--- config.mk ---
export PLATFORM = sky130hd
export DESIGN_NAME = port_event_redirect
export DESIGN_NICKNAME = d
export VERILOG_FILES = /design/src/ped_pkg.sv /design/src/ped_apb_slave.sv /design/src/ped_port_gate.sv /design/src/port_event_redirect.sv
export VERILOG_INCLUDE_DIRS = /design/src
export SDC_FILE = /design/constraint.sdc
export NUM_CORES = 1
export LEC_CHECK = 0
export ABC_AREA = 1
export BUFFER_PORTS_ARGS = -buffer_cell sky130_fd_sc_hd__buf_2
export CELL_PAD_IN_SITES_DETAIL_PLACEMENT = 1
export CELL_PAD_IN_SITES_GLOBAL_PLACEMENT = 1
export CORE_MARGIN = 5
export CORE_UTILIZATION = 37
export DETAILED_ROUTE_END_ITERATION = 6
export HOLD_SLACK_MARGIN = 0.03
export PLACE_DENSITY = 0.89
export SLEW_MARGIN = 20
export SYNTH_ARGS = -nofsm -noshare
export SYNTH_HDL_FRONTEND = slang
export SYNTH_SLANG_ARGS = --single-unit
--- constraint.sdc ---
create_clock -name clk_in -period 2.6 [get_ports clk_in]
set_input_delay 0.52 -clock clk_in [delete_from_list [all_inputs] [get_ports clk_in]]
set_output_delay 0.52 -clock clk_in [all_outputs]
set_load 0.005 [all_outputs]
--- src/ped_defs.svh ---
`ifndef PED_DEFS_SVH
`define PED_DEFS_SVH

// register byte offsets
`define PED_CTRL_OFS 12'h450
`define PED_STS_OFS 12'h454
`define PED_IST_OFS 12'h458
`define PED_IMSK_OFS 12'h45C

// field positions
`define PED_POL_BIT 0
`define PED_FIRST_PORT 1

// reset values
`define PED_CTRL_RST 32'h0000_0000
`define PED_STS_RST 32'h0000_0000
`define PED_IST_RST 32'h0000_0000
`define PED_IMSK_RST 32'h0000_0000
`define PED_RDATA_RST 32'h0000_0000

// answer timing: access phase ends in its first cycle
`define PED_WAIT_CYCLES 0

`endif

--- src/ped_pkg.sv ---
package ped_pkg;

   typedef enum logic [2:0] {
      PED_REG_NONE = 3'h0,
      PED_REG_CTRL = 3'h1,
      PED_REG_STS = 3'h3,
      PED_REG_IST = 3'h2,
      PED_REG_IMSK = 3'h6
   } ped_reg_t;

endpackage : ped_pkg

--- src/ped_apb_slave.sv ---
`include "ped_defs.svh"

module ped_apb_slave (
   input wire logic psel_in,
   input wire logic penable_in,
   input wire logic pwrite_in,
   input wire logic [11:0] paddr_in,
   output ped_pkg::ped_reg_t reg_sel_out,
   output logic setup_rd_out,
   output logic wr_done_out,
   output logic rd_done_out,
   output logic pready_out,
   output logic pslverr_out
);
   import ped_pkg::*;

   logic access;

   always_comb begin
      case (paddr_in)
         `PED_CTRL_OFS: reg_sel_out = PED_REG_CTRL;
         `PED_STS_OFS: reg_sel_out = PED_REG_STS;
         `PED_IST_OFS: reg_sel_out = PED_REG_IST;
         `PED_IMSK_OFS: reg_sel_out = PED_REG_IMSK;
         default: reg_sel_out = PED_REG_NONE;
      endcase
   end

   // no wait states: pready high in every access phase
   assign access = psel_in & penable_in;
   assign pready_out = 1'b1;
   assign pslverr_out = access & (reg_sel_out == PED_REG_NONE);
   assign setup_rd_out = psel_in & ~penable_in & ~pwrite_in;
   // unmapped access completes with an error and changes nothing
   assign wr_done_out = access & pwrite_in & (reg_sel_out != PED_REG_NONE);
   assign rd_done_out = access & ~pwrite_in & (reg_sel_out != PED_REG_NONE);

endmodule : ped_apb_slave

--- src/ped_port_gate.sv ---
module ped_port_gate (
   input wire logic redirect_en_in,
   input wire logic intx_req_in,
   input wire logic msi_req_in,
   input wire logic pme_req_in,
   output logic intx_pass_out,
   output logic msi_pass_out,
   output logic pme_pass_out,
   output logic event_active_out
);
   logic any_req;

   assign any_req = intx_req_in | msi_req_in | pme_req_in;
   // redirected port: native notifications held off
   assign intx_pass_out = intx_req_in & ~redirect_en_in;
   assign msi_pass_out = msi_req_in & ~redirect_en_in;
   assign pme_pass_out = pme_req_in & ~redirect_en_in;
   // event only reported while redirect is on
   assign event_active_out = any_req & redirect_en_in;

endmodule : ped_port_gate

--- src/port_event_redirect.sv ---
`include "ped_defs.svh"

// Contract
// - enabled port redirects hot-plug notifications to pin
// - enables read-write, reset zero, survive hot reset
// - pin choice ambiguous; single shared pin used
// - status at 0x454, bit0 zero, bit n port n
// - status bit set while port drives pin
// - status never set without matching enable
// - pin driven only in alternate function; enable lags the select a cycle
// - polarity bit: zero active low, one high
module port_event_redirect #(
   parameter int NUM_PORTS = 16
) (
   input wire logic clk_in,
   input wire logic sys_rst_in,
   input wire logic hot_rst_in,
   input wire logic psel_in,
   input wire logic penable_in,
   input wire logic pwrite_in,
   input wire logic [11:0] paddr_in,
   input wire logic [31:0] pwdata_in,
   output logic [31:0] prdata_out,
   output logic pready_out,
   output logic pslverr_out,
   input wire logic [NUM_PORTS-1:0] hp_intx_req_in,
   input wire logic [NUM_PORTS-1:0] hp_msi_req_in,
   input wire logic [NUM_PORTS-1:0] hp_pme_req_in,
   output logic [NUM_PORTS-1:0] hp_intx_out,
   output logic [NUM_PORTS-1:0] hp_msi_out,
   output logic [NUM_PORTS-1:0] hp_pme_out,
   input wire logic gpio_alt_sel_in,
   output logic shared_event_output_out,
   output logic shared_event_output_oe_out,
   output logic irq_out
);
   import ped_pkg::*;

   ////////////////////////////////////////////////////////////////////////
   // reset values at register width

   localparam logic [NUM_PORTS-1:0] CTRL_RST = NUM_PORTS'(`PED_CTRL_RST);
   localparam logic [NUM_PORTS-1:0] STS_RST = NUM_PORTS'(`PED_STS_RST);
   localparam logic [NUM_PORTS-1:0] IST_RST = NUM_PORTS'(`PED_IST_RST);
   localparam logic [NUM_PORTS-1:0] IMSK_RST = NUM_PORTS'(`PED_IMSK_RST);

   ////////////////////////////////////////////////////////////////////////
   // bus decode

   ped_reg_t reg_sel;
   logic setup_rd;
   logic wr_done;
   logic rd_done;

   ped_apb_slave u_apb (
      .psel_in(psel_in),
      .penable_in(penable_in),
      .pwrite_in(pwrite_in),
      .paddr_in(paddr_in),
      .reg_sel_out(reg_sel),
      .setup_rd_out(setup_rd),
      .wr_done_out(wr_done),
      .rd_done_out(rd_done),
      .pready_out(pready_out),
      .pslverr_out(pslverr_out)
   );

   // unmapped offsets never raise a strobe
   logic wr_ctrl;
   logic wr_imsk;
   logic rd_ist;

   assign wr_ctrl = wr_done && (reg_sel == PED_REG_CTRL);
   assign wr_imsk = wr_done && (reg_sel == PED_REG_IMSK);
   assign rd_ist = rd_done && (reg_sel == PED_REG_IST);

   ////////////////////////////////////////////////////////////////////////
   // per-port gating

   logic [NUM_PORTS-1:0] ctrl_r;
   logic [NUM_PORTS-1:0] ctrl_nxt;
   logic [NUM_PORTS-1:0] intx_pass;
   logic [NUM_PORTS-1:0] msi_pass;
   logic [NUM_PORTS-1:0] pme_pass;
   logic [NUM_PORTS-1:0] port_active;

   // bit 0 is the polarity bit, not a port
   assign intx_pass[0] = 1'b0;
   assign msi_pass[0] = 1'b0;
   assign pme_pass[0] = 1'b0;
   assign port_active[0] = 1'b0;

   genvar gi;
   generate
      for (gi = `PED_FIRST_PORT; gi < NUM_PORTS; gi++) begin : g_port
         ped_port_gate u_gate (
            .redirect_en_in(ctrl_r[gi]),
            .intx_req_in(hp_intx_req_in[gi]),
            .msi_req_in(hp_msi_req_in[gi]),
            .pme_req_in(hp_pme_req_in[gi]),
            .intx_pass_out(intx_pass[gi]),
            .msi_pass_out(msi_pass[gi]),
            .pme_pass_out(pme_pass[gi]),
            .event_active_out(port_active[gi])
         );
      end
   endgenerate

   ////////////////////////////////////////////////////////////////////////
   // control register: sticky, only the full reset clears it

   always_comb begin
      ctrl_nxt = ctrl_r;
      if (wr_ctrl) begin
         ctrl_nxt = pwdata_in[NUM_PORTS-1:0];
      end
   end

   always_ff @(posedge clk_in) begin
      if (sys_rst_in) begin
         ctrl_r <= CTRL_RST;
      end else begin
         ctrl_r <= ctrl_nxt;
      end
   end

   ////////////////////////////////////////////////////////////////////////
   // read data register; declared early for the interrupt read-clear

   logic [31:0] rdata_r;
   logic [31:0] rdata_nxt;

   ////////////////////////////////////////////////////////////////////////
   // live status: follows the ports, bus writes never reach it

   logic [NUM_PORTS-1:0] sts_r;
   logic [NUM_PORTS-1:0] sts_nxt;

   always_comb begin
      // a redirected port counts as signalling while any of its requests stands
      sts_nxt = port_active;
   end

   always_ff @(posedge clk_in) begin
      if (sys_rst_in || hot_rst_in) begin
         sts_r <= STS_RST;
      end else begin
         sts_r <= sts_nxt;
      end
   end

   ////////////////////////////////////////////////////////////////////////
   // interrupt mask and sticky interrupt status

   logic [NUM_PORTS-1:0] ist_r;
   logic [NUM_PORTS-1:0] ist_nxt;
   logic [NUM_PORTS-1:0] imsk_r;
   logic [NUM_PORTS-1:0] imsk_nxt;
   logic [NUM_PORTS-1:0] ist_taken;
   logic [NUM_PORTS-1:0] ist_rise;
   logic irq_r;
   logic irq_nxt;

   always_comb begin
      imsk_nxt = imsk_r;
      if (wr_imsk) begin
         imsk_nxt = pwdata_in[NUM_PORTS-1:0];
      end
      // bit 0 is the polarity position, no port
      imsk_nxt[0] = 1'b0;
      // clear only what the setup cycle captured: a bit set between
      // setup and access would otherwise be lost unread
      ist_taken = '0;
      if (rd_ist) begin
         ist_taken = rdata_r[NUM_PORTS-1:0];
      end
      // new assertion of a port; set wins over read-clear
      ist_rise = port_active & ~sts_r;
      ist_nxt = (ist_r & ~ist_taken) | ist_rise;
      // irq from the next values, so a mask write acts on its own edge
      irq_nxt = |(ist_nxt & imsk_nxt);
   end

   always_ff @(posedge clk_in) begin
      if (sys_rst_in || hot_rst_in) begin
         ist_r <= IST_RST;
         imsk_r <= IMSK_RST;
         irq_r <= 1'b0;
      end else begin
         ist_r <= ist_nxt;
         imsk_r <= imsk_nxt;
         irq_r <= irq_nxt;
      end
   end

   ////////////////////////////////////////////////////////////////////////
   // native notifications, held off for redirected ports

   logic [NUM_PORTS-1:0] intx_r;
   logic [NUM_PORTS-1:0] intx_nxt;
   logic [NUM_PORTS-1:0] msi_r;
   logic [NUM_PORTS-1:0] msi_nxt;
   logic [NUM_PORTS-1:0] pme_r;
   logic [NUM_PORTS-1:0] pme_nxt;

   always_comb begin
      // registered so the native paths and the pin switch on one edge
      intx_nxt = intx_pass;
      msi_nxt = msi_pass;
      pme_nxt = pme_pass;
   end

   always_ff @(posedge clk_in) begin
      if (sys_rst_in || hot_rst_in) begin
         intx_r <= '0;
         msi_r <= '0;
         pme_r <= '0;
      end else begin
         intx_r <= intx_nxt;
         msi_r <= msi_nxt;
         pme_r <= pme_nxt;
      end
   end

   ////////////////////////////////////////////////////////////////////////
   // shared event pin level

   logic pin_r;
   logic pin_nxt;
   logic pin_idle;
   logic asserted;

   always_comb begin
      asserted = |port_active;
      // polarity bit: zero drives low when active
      if (ctrl_r[`PED_POL_BIT]) begin
         pin_nxt = asserted;
      end else begin
         pin_nxt = ~asserted;
      end
      // a hot reset keeps the polarity, so the pin rests at its idle level
      pin_idle = ~ctrl_r[`PED_POL_BIT];
   end

   always_ff @(posedge clk_in) begin
      if (sys_rst_in) begin
         pin_r <= 1'b1;
      end else if (hot_rst_in) begin
         pin_r <= pin_idle;
      end else begin
         pin_r <= pin_nxt;
      end
   end

   ////////////////////////////////////////////////////////////////////////
   // pin output enable

   logic oe_r;
   logic oe_nxt;

   always_comb begin
      // limitation: the enable lags the alternate-function select a cycle
      // one shared pin for all ports; the pin selection sits outside
      oe_nxt = gpio_alt_sel_in;
   end

   always_ff @(posedge clk_in) begin
      if (sys_rst_in || hot_rst_in) begin
         oe_r <= 1'b0;
      end else begin
         oe_r <= oe_nxt;
      end
   end

   assign hp_intx_out = intx_r;
   assign hp_msi_out = msi_r;
   assign hp_pme_out = pme_r;
   assign shared_event_output_out = pin_r;
   assign shared_event_output_oe_out = oe_r;
   assign irq_out = irq_r;

   ////////////////////////////////////////////////////////////////////////
   // read data, captured in the setup cycle

   always_comb begin
      rdata_nxt = rdata_r;
      if (setup_rd) begin
         case (reg_sel)
            PED_REG_CTRL: rdata_nxt = 32'(ctrl_r);
            PED_REG_STS: rdata_nxt = 32'(sts_r);
            PED_REG_IST: rdata_nxt = 32'(ist_r);
            PED_REG_IMSK: rdata_nxt = 32'(imsk_r);
            default: rdata_nxt = `PED_RDATA_RST;
         endcase
      end
   end

   always_ff @(posedge clk_in) begin
      if (sys_rst_in) begin
         rdata_r <= `PED_RDATA_RST;
      end else begin
         rdata_r <= rdata_nxt;
      end
   end

   assign prdata_out = rdata_r;

endmodule : port_event_redirect

==> results.py <==
metrics = {
    "status": {
        "status": "completed",
    },
    "sta": {
        "tns_ps": 0,
        "finalHoldViolCount": 0,
        "setup_viol": 0,
        "slew_viol_final": 0,
        "post-route-period-util_pct": 83.4,
        "period_minus_slack_ps": 2170,
        "worst_pin_slew_ps": 1020,
        "maxClockFrequency_mhz": 461,
        "rsz0062_at_grt": "no",
        "slew_headroom_pct": 32.1,
        "fin_skew_ps": 7.92,
    },
    "cts": {
        "clk_path_buf_depth": 2,
        "cts_resized": 0,
        "clkTransAtPathRegs_ps": 60,
        "cts.sinks": 126,
        "root_buffer": "clkbuf_16",
        "cts_max_level": 4,
        "cts_hold_buf": 0,
        "worstSkewPairLatency_ps": 420,
        "post_cts_buffers": 0,
        "cts_tree": "yes",
        "cts_buffers": 17,
    },
    "detailed_routing": {
        "wire_per_inst_microns": 18.8,
        "wl_microns": 19500,
        "vias": 5434,
        "drt_iter0_drc": 349,
        "route.detailed.drc": 0,
        "antenna_left": 0,
        "vias_per_cell": 5.24,
        "firstDrtPassIters": 5,
    },
    "pwr": {
        "ir_drop_mv": 0.443,
        "p_sw_share_pct": 23.0,
        "p_int_mw": 3.58,
        "power_frac_seq_pct": 42.3,
        "power.leakage_nw": 3.10,
        "combPwrFrac_pct": 5.2,
        "switching_power_mw": 1.07,
        "cellPowerDensity_mw_per_mm2": 698,
        "clkPwrFrac_pct": 52.5,
    },
    "floorplan": {
        "start_util_pct": 37.6,
        "die_area_sq_mm": 0.0165,
        "fp.dieW_microns": 128,
        "design.core.area_sq_mm": 0.0138,
        "num_rows": 43,
        "num_io_pins": 184,
        "dieHeight_microns": 128,
    },
    "worst_setup_path": {
        "arrival_ps": 1650,
        "path_common_cell": "nor2_1",
        "crit_fanout": 19,
        "worstPathRequired_ps": 2080,
        "crit_buf_inv": 3,
        "path_cells": "buf_2 > nor2_1 > nand3_1 > nor2_1 > buf_4 > nor2_1 > buf_2",
        "critPathLaunchType": "input port",
        "path_delay_family": "simple AND/OR/NAND/NOR gates",
        "end_kind": "output pin",
        "slowest_delay_ps": 300,
        "critPathKind": "in2out",
        "cp_slowest_cell": "buf_4",
    },
    "finish": {
        "final_common_cell": "nand2_1",
        "mostFrequentLayoutCells": "nand2_1, buf_2, dfxtp_1, nor2_1, inv_1",
        "drive_above_1_share_pct": 25.0,
        "area_growth_pct": 28.3,
        "fin_cells": 1037,
        "nets": 942,
    },
    "logic_synthesis": {
        "synth_seq_area_share_pct": 48.6,
        "syn_inst": 696,
        "yosys.area.top_type": "dfxtp_1",
        "yosysWarningCount": 0,
        "synth_cell_types": 26,
        "ys_ff_latch": 126,
        "syn_avg_cell_area_sq_um": 7.46,
        "netlist_area_sq_mm": 0.00519,
        "synth_area_leaders": "dfxtp_1, nand2_1, nor2_1",
        "synth_top_area_share_pct": 48.6,
    },
    "global_routing": {
        "grt_antenna_before_repair": 1,
        "grt_pass1_wl_microns": 30500,
        "grt_overflow_total": 0,
        "grt_pass1_vias": 5661,
        "grt_usage_pct": 23.5,
        "grt_max_degree": 93,
    },
    "worst_hold_path": {
        "hp-class": "in2reg",
    },
    "place": {
        "place_congestion": 0.822,
        "dp_cells": 1004,
        "port_buffers": 144,
        "place_hpwl_microns": 12800,
    },
    "run": {
        "drv_cap": 0,
    },
}
[logic make-up (layout without fill, tap and decap cells)]
logic type	Yosys count	in the layout	synth area share [%]
AOI/OAI and AO/OA	124	124	13.8
and+or+nand+nor	331	331	27.5
buffers and inverters	113	255	10.0
other	2	21	0.145
DFF	126	126	48.6
[per-layer routing]
metal / vias up / GRT usage (%) / part of all wire (%)
met5: - / 0 / 0
met4: 0 / 7.10 / 2.2
met3: 35 / 5.56 / 8.1
met2: 248 / 39.6 / 48
met1: 2614 / 30.0 / 42
li1: 2537 / - / -
[layout make-up]
cell class                 count  area [sq um]
fill                        1746          7160
clock buffer                  19           443
antenna                        1          2.50
inverter                      61           229
multi-input combinational    475          2220
timing repair buffer         162           856
tap                          180           225
clock inverter                13           166
sequential                   126          2520
[synth_stat cells (all sizes together)]
cell type and count:
a211oi 16, a21oi 45, buf 32, clkbuf 20
clkinv 1, conb 2, dfxtp 126, inv 60
nand2 157, nand3 20, nand3b 1, nand4 32
nor2 104, nor3 2, nor4 1, o21ai 32
o22ai 16, o31ai 15, or2 14
[worst paths after layout]
check / slack, ps / from / endpoint / depth (start not counted)
setup / recovery: 430 / paddr_in[1] / pslverr_out / 7
hold / removal: 320 / gpio_alt_sel_in / shared_event_output_oe_out$_SDFF_PP0_ / 3
setup reg to reg: 1200 / ctrl_r[9]$_SDFFE_PP0P_ / shared_event_output_out$_SDFF_PP1_ / 7
hold reg to reg: 460 / ist_r[0]$_SDFF_PP0_ / ist_r[0]$_SDFF_PP0_ / 2
[power by group through the flow]
stage / logic, mW / clock network, mW / registers (mW)
final: 0.244 / 2.44 / 1.97
after global routing: 0.268 / 2.55 / 1.97
after CTS: 0.242 / 2.46 / 1.97
after detailed placement: 0.237 / 0 / 2.01
after global placement: 0.231 / 0 / 2.01
after floorplan: 0.108 / 0 / 2.01
[registers in the layout, indices dropped and copies added, names as in the netlist, 15 cells and up]
name / flops
prdata_out: 16
sts_r: 15
ctrl_r: 16
hp_msi_out: 15
hp_pme_out: 15
ist_r: 16
imsk_r: 15
hp_intx_out: 15
[stage by stage]
stage | util (%) | hold slack [ps] | power [mW] | worst slack (ps) | instance area, sq um
floorplan | - | 433 | 2.12 | 712 | 5260
global placement | 43.8 | 444 | 2.24 | 267 | 6050
detailed placement | 43.8 | 461 | 2.25 | 152 | 6050
CTS | 48.2 | 320 | 4.67 | 422 | 6660
global route | 48.2 | 334 | 4.79 | 264 | 6660
finish | 48.2 | 324 | 4.65 | 431 | 6660
[worst register-to-register path: cells and delay by family (launching register included)]
kind | cells | cell delay (ps)
AND/OR/NAND/NOR | 5 | 720
flip-flops | 1 | 320
AO/OA/AOI/OAI | 2 | 310
(Power assumes the default switching activity.)
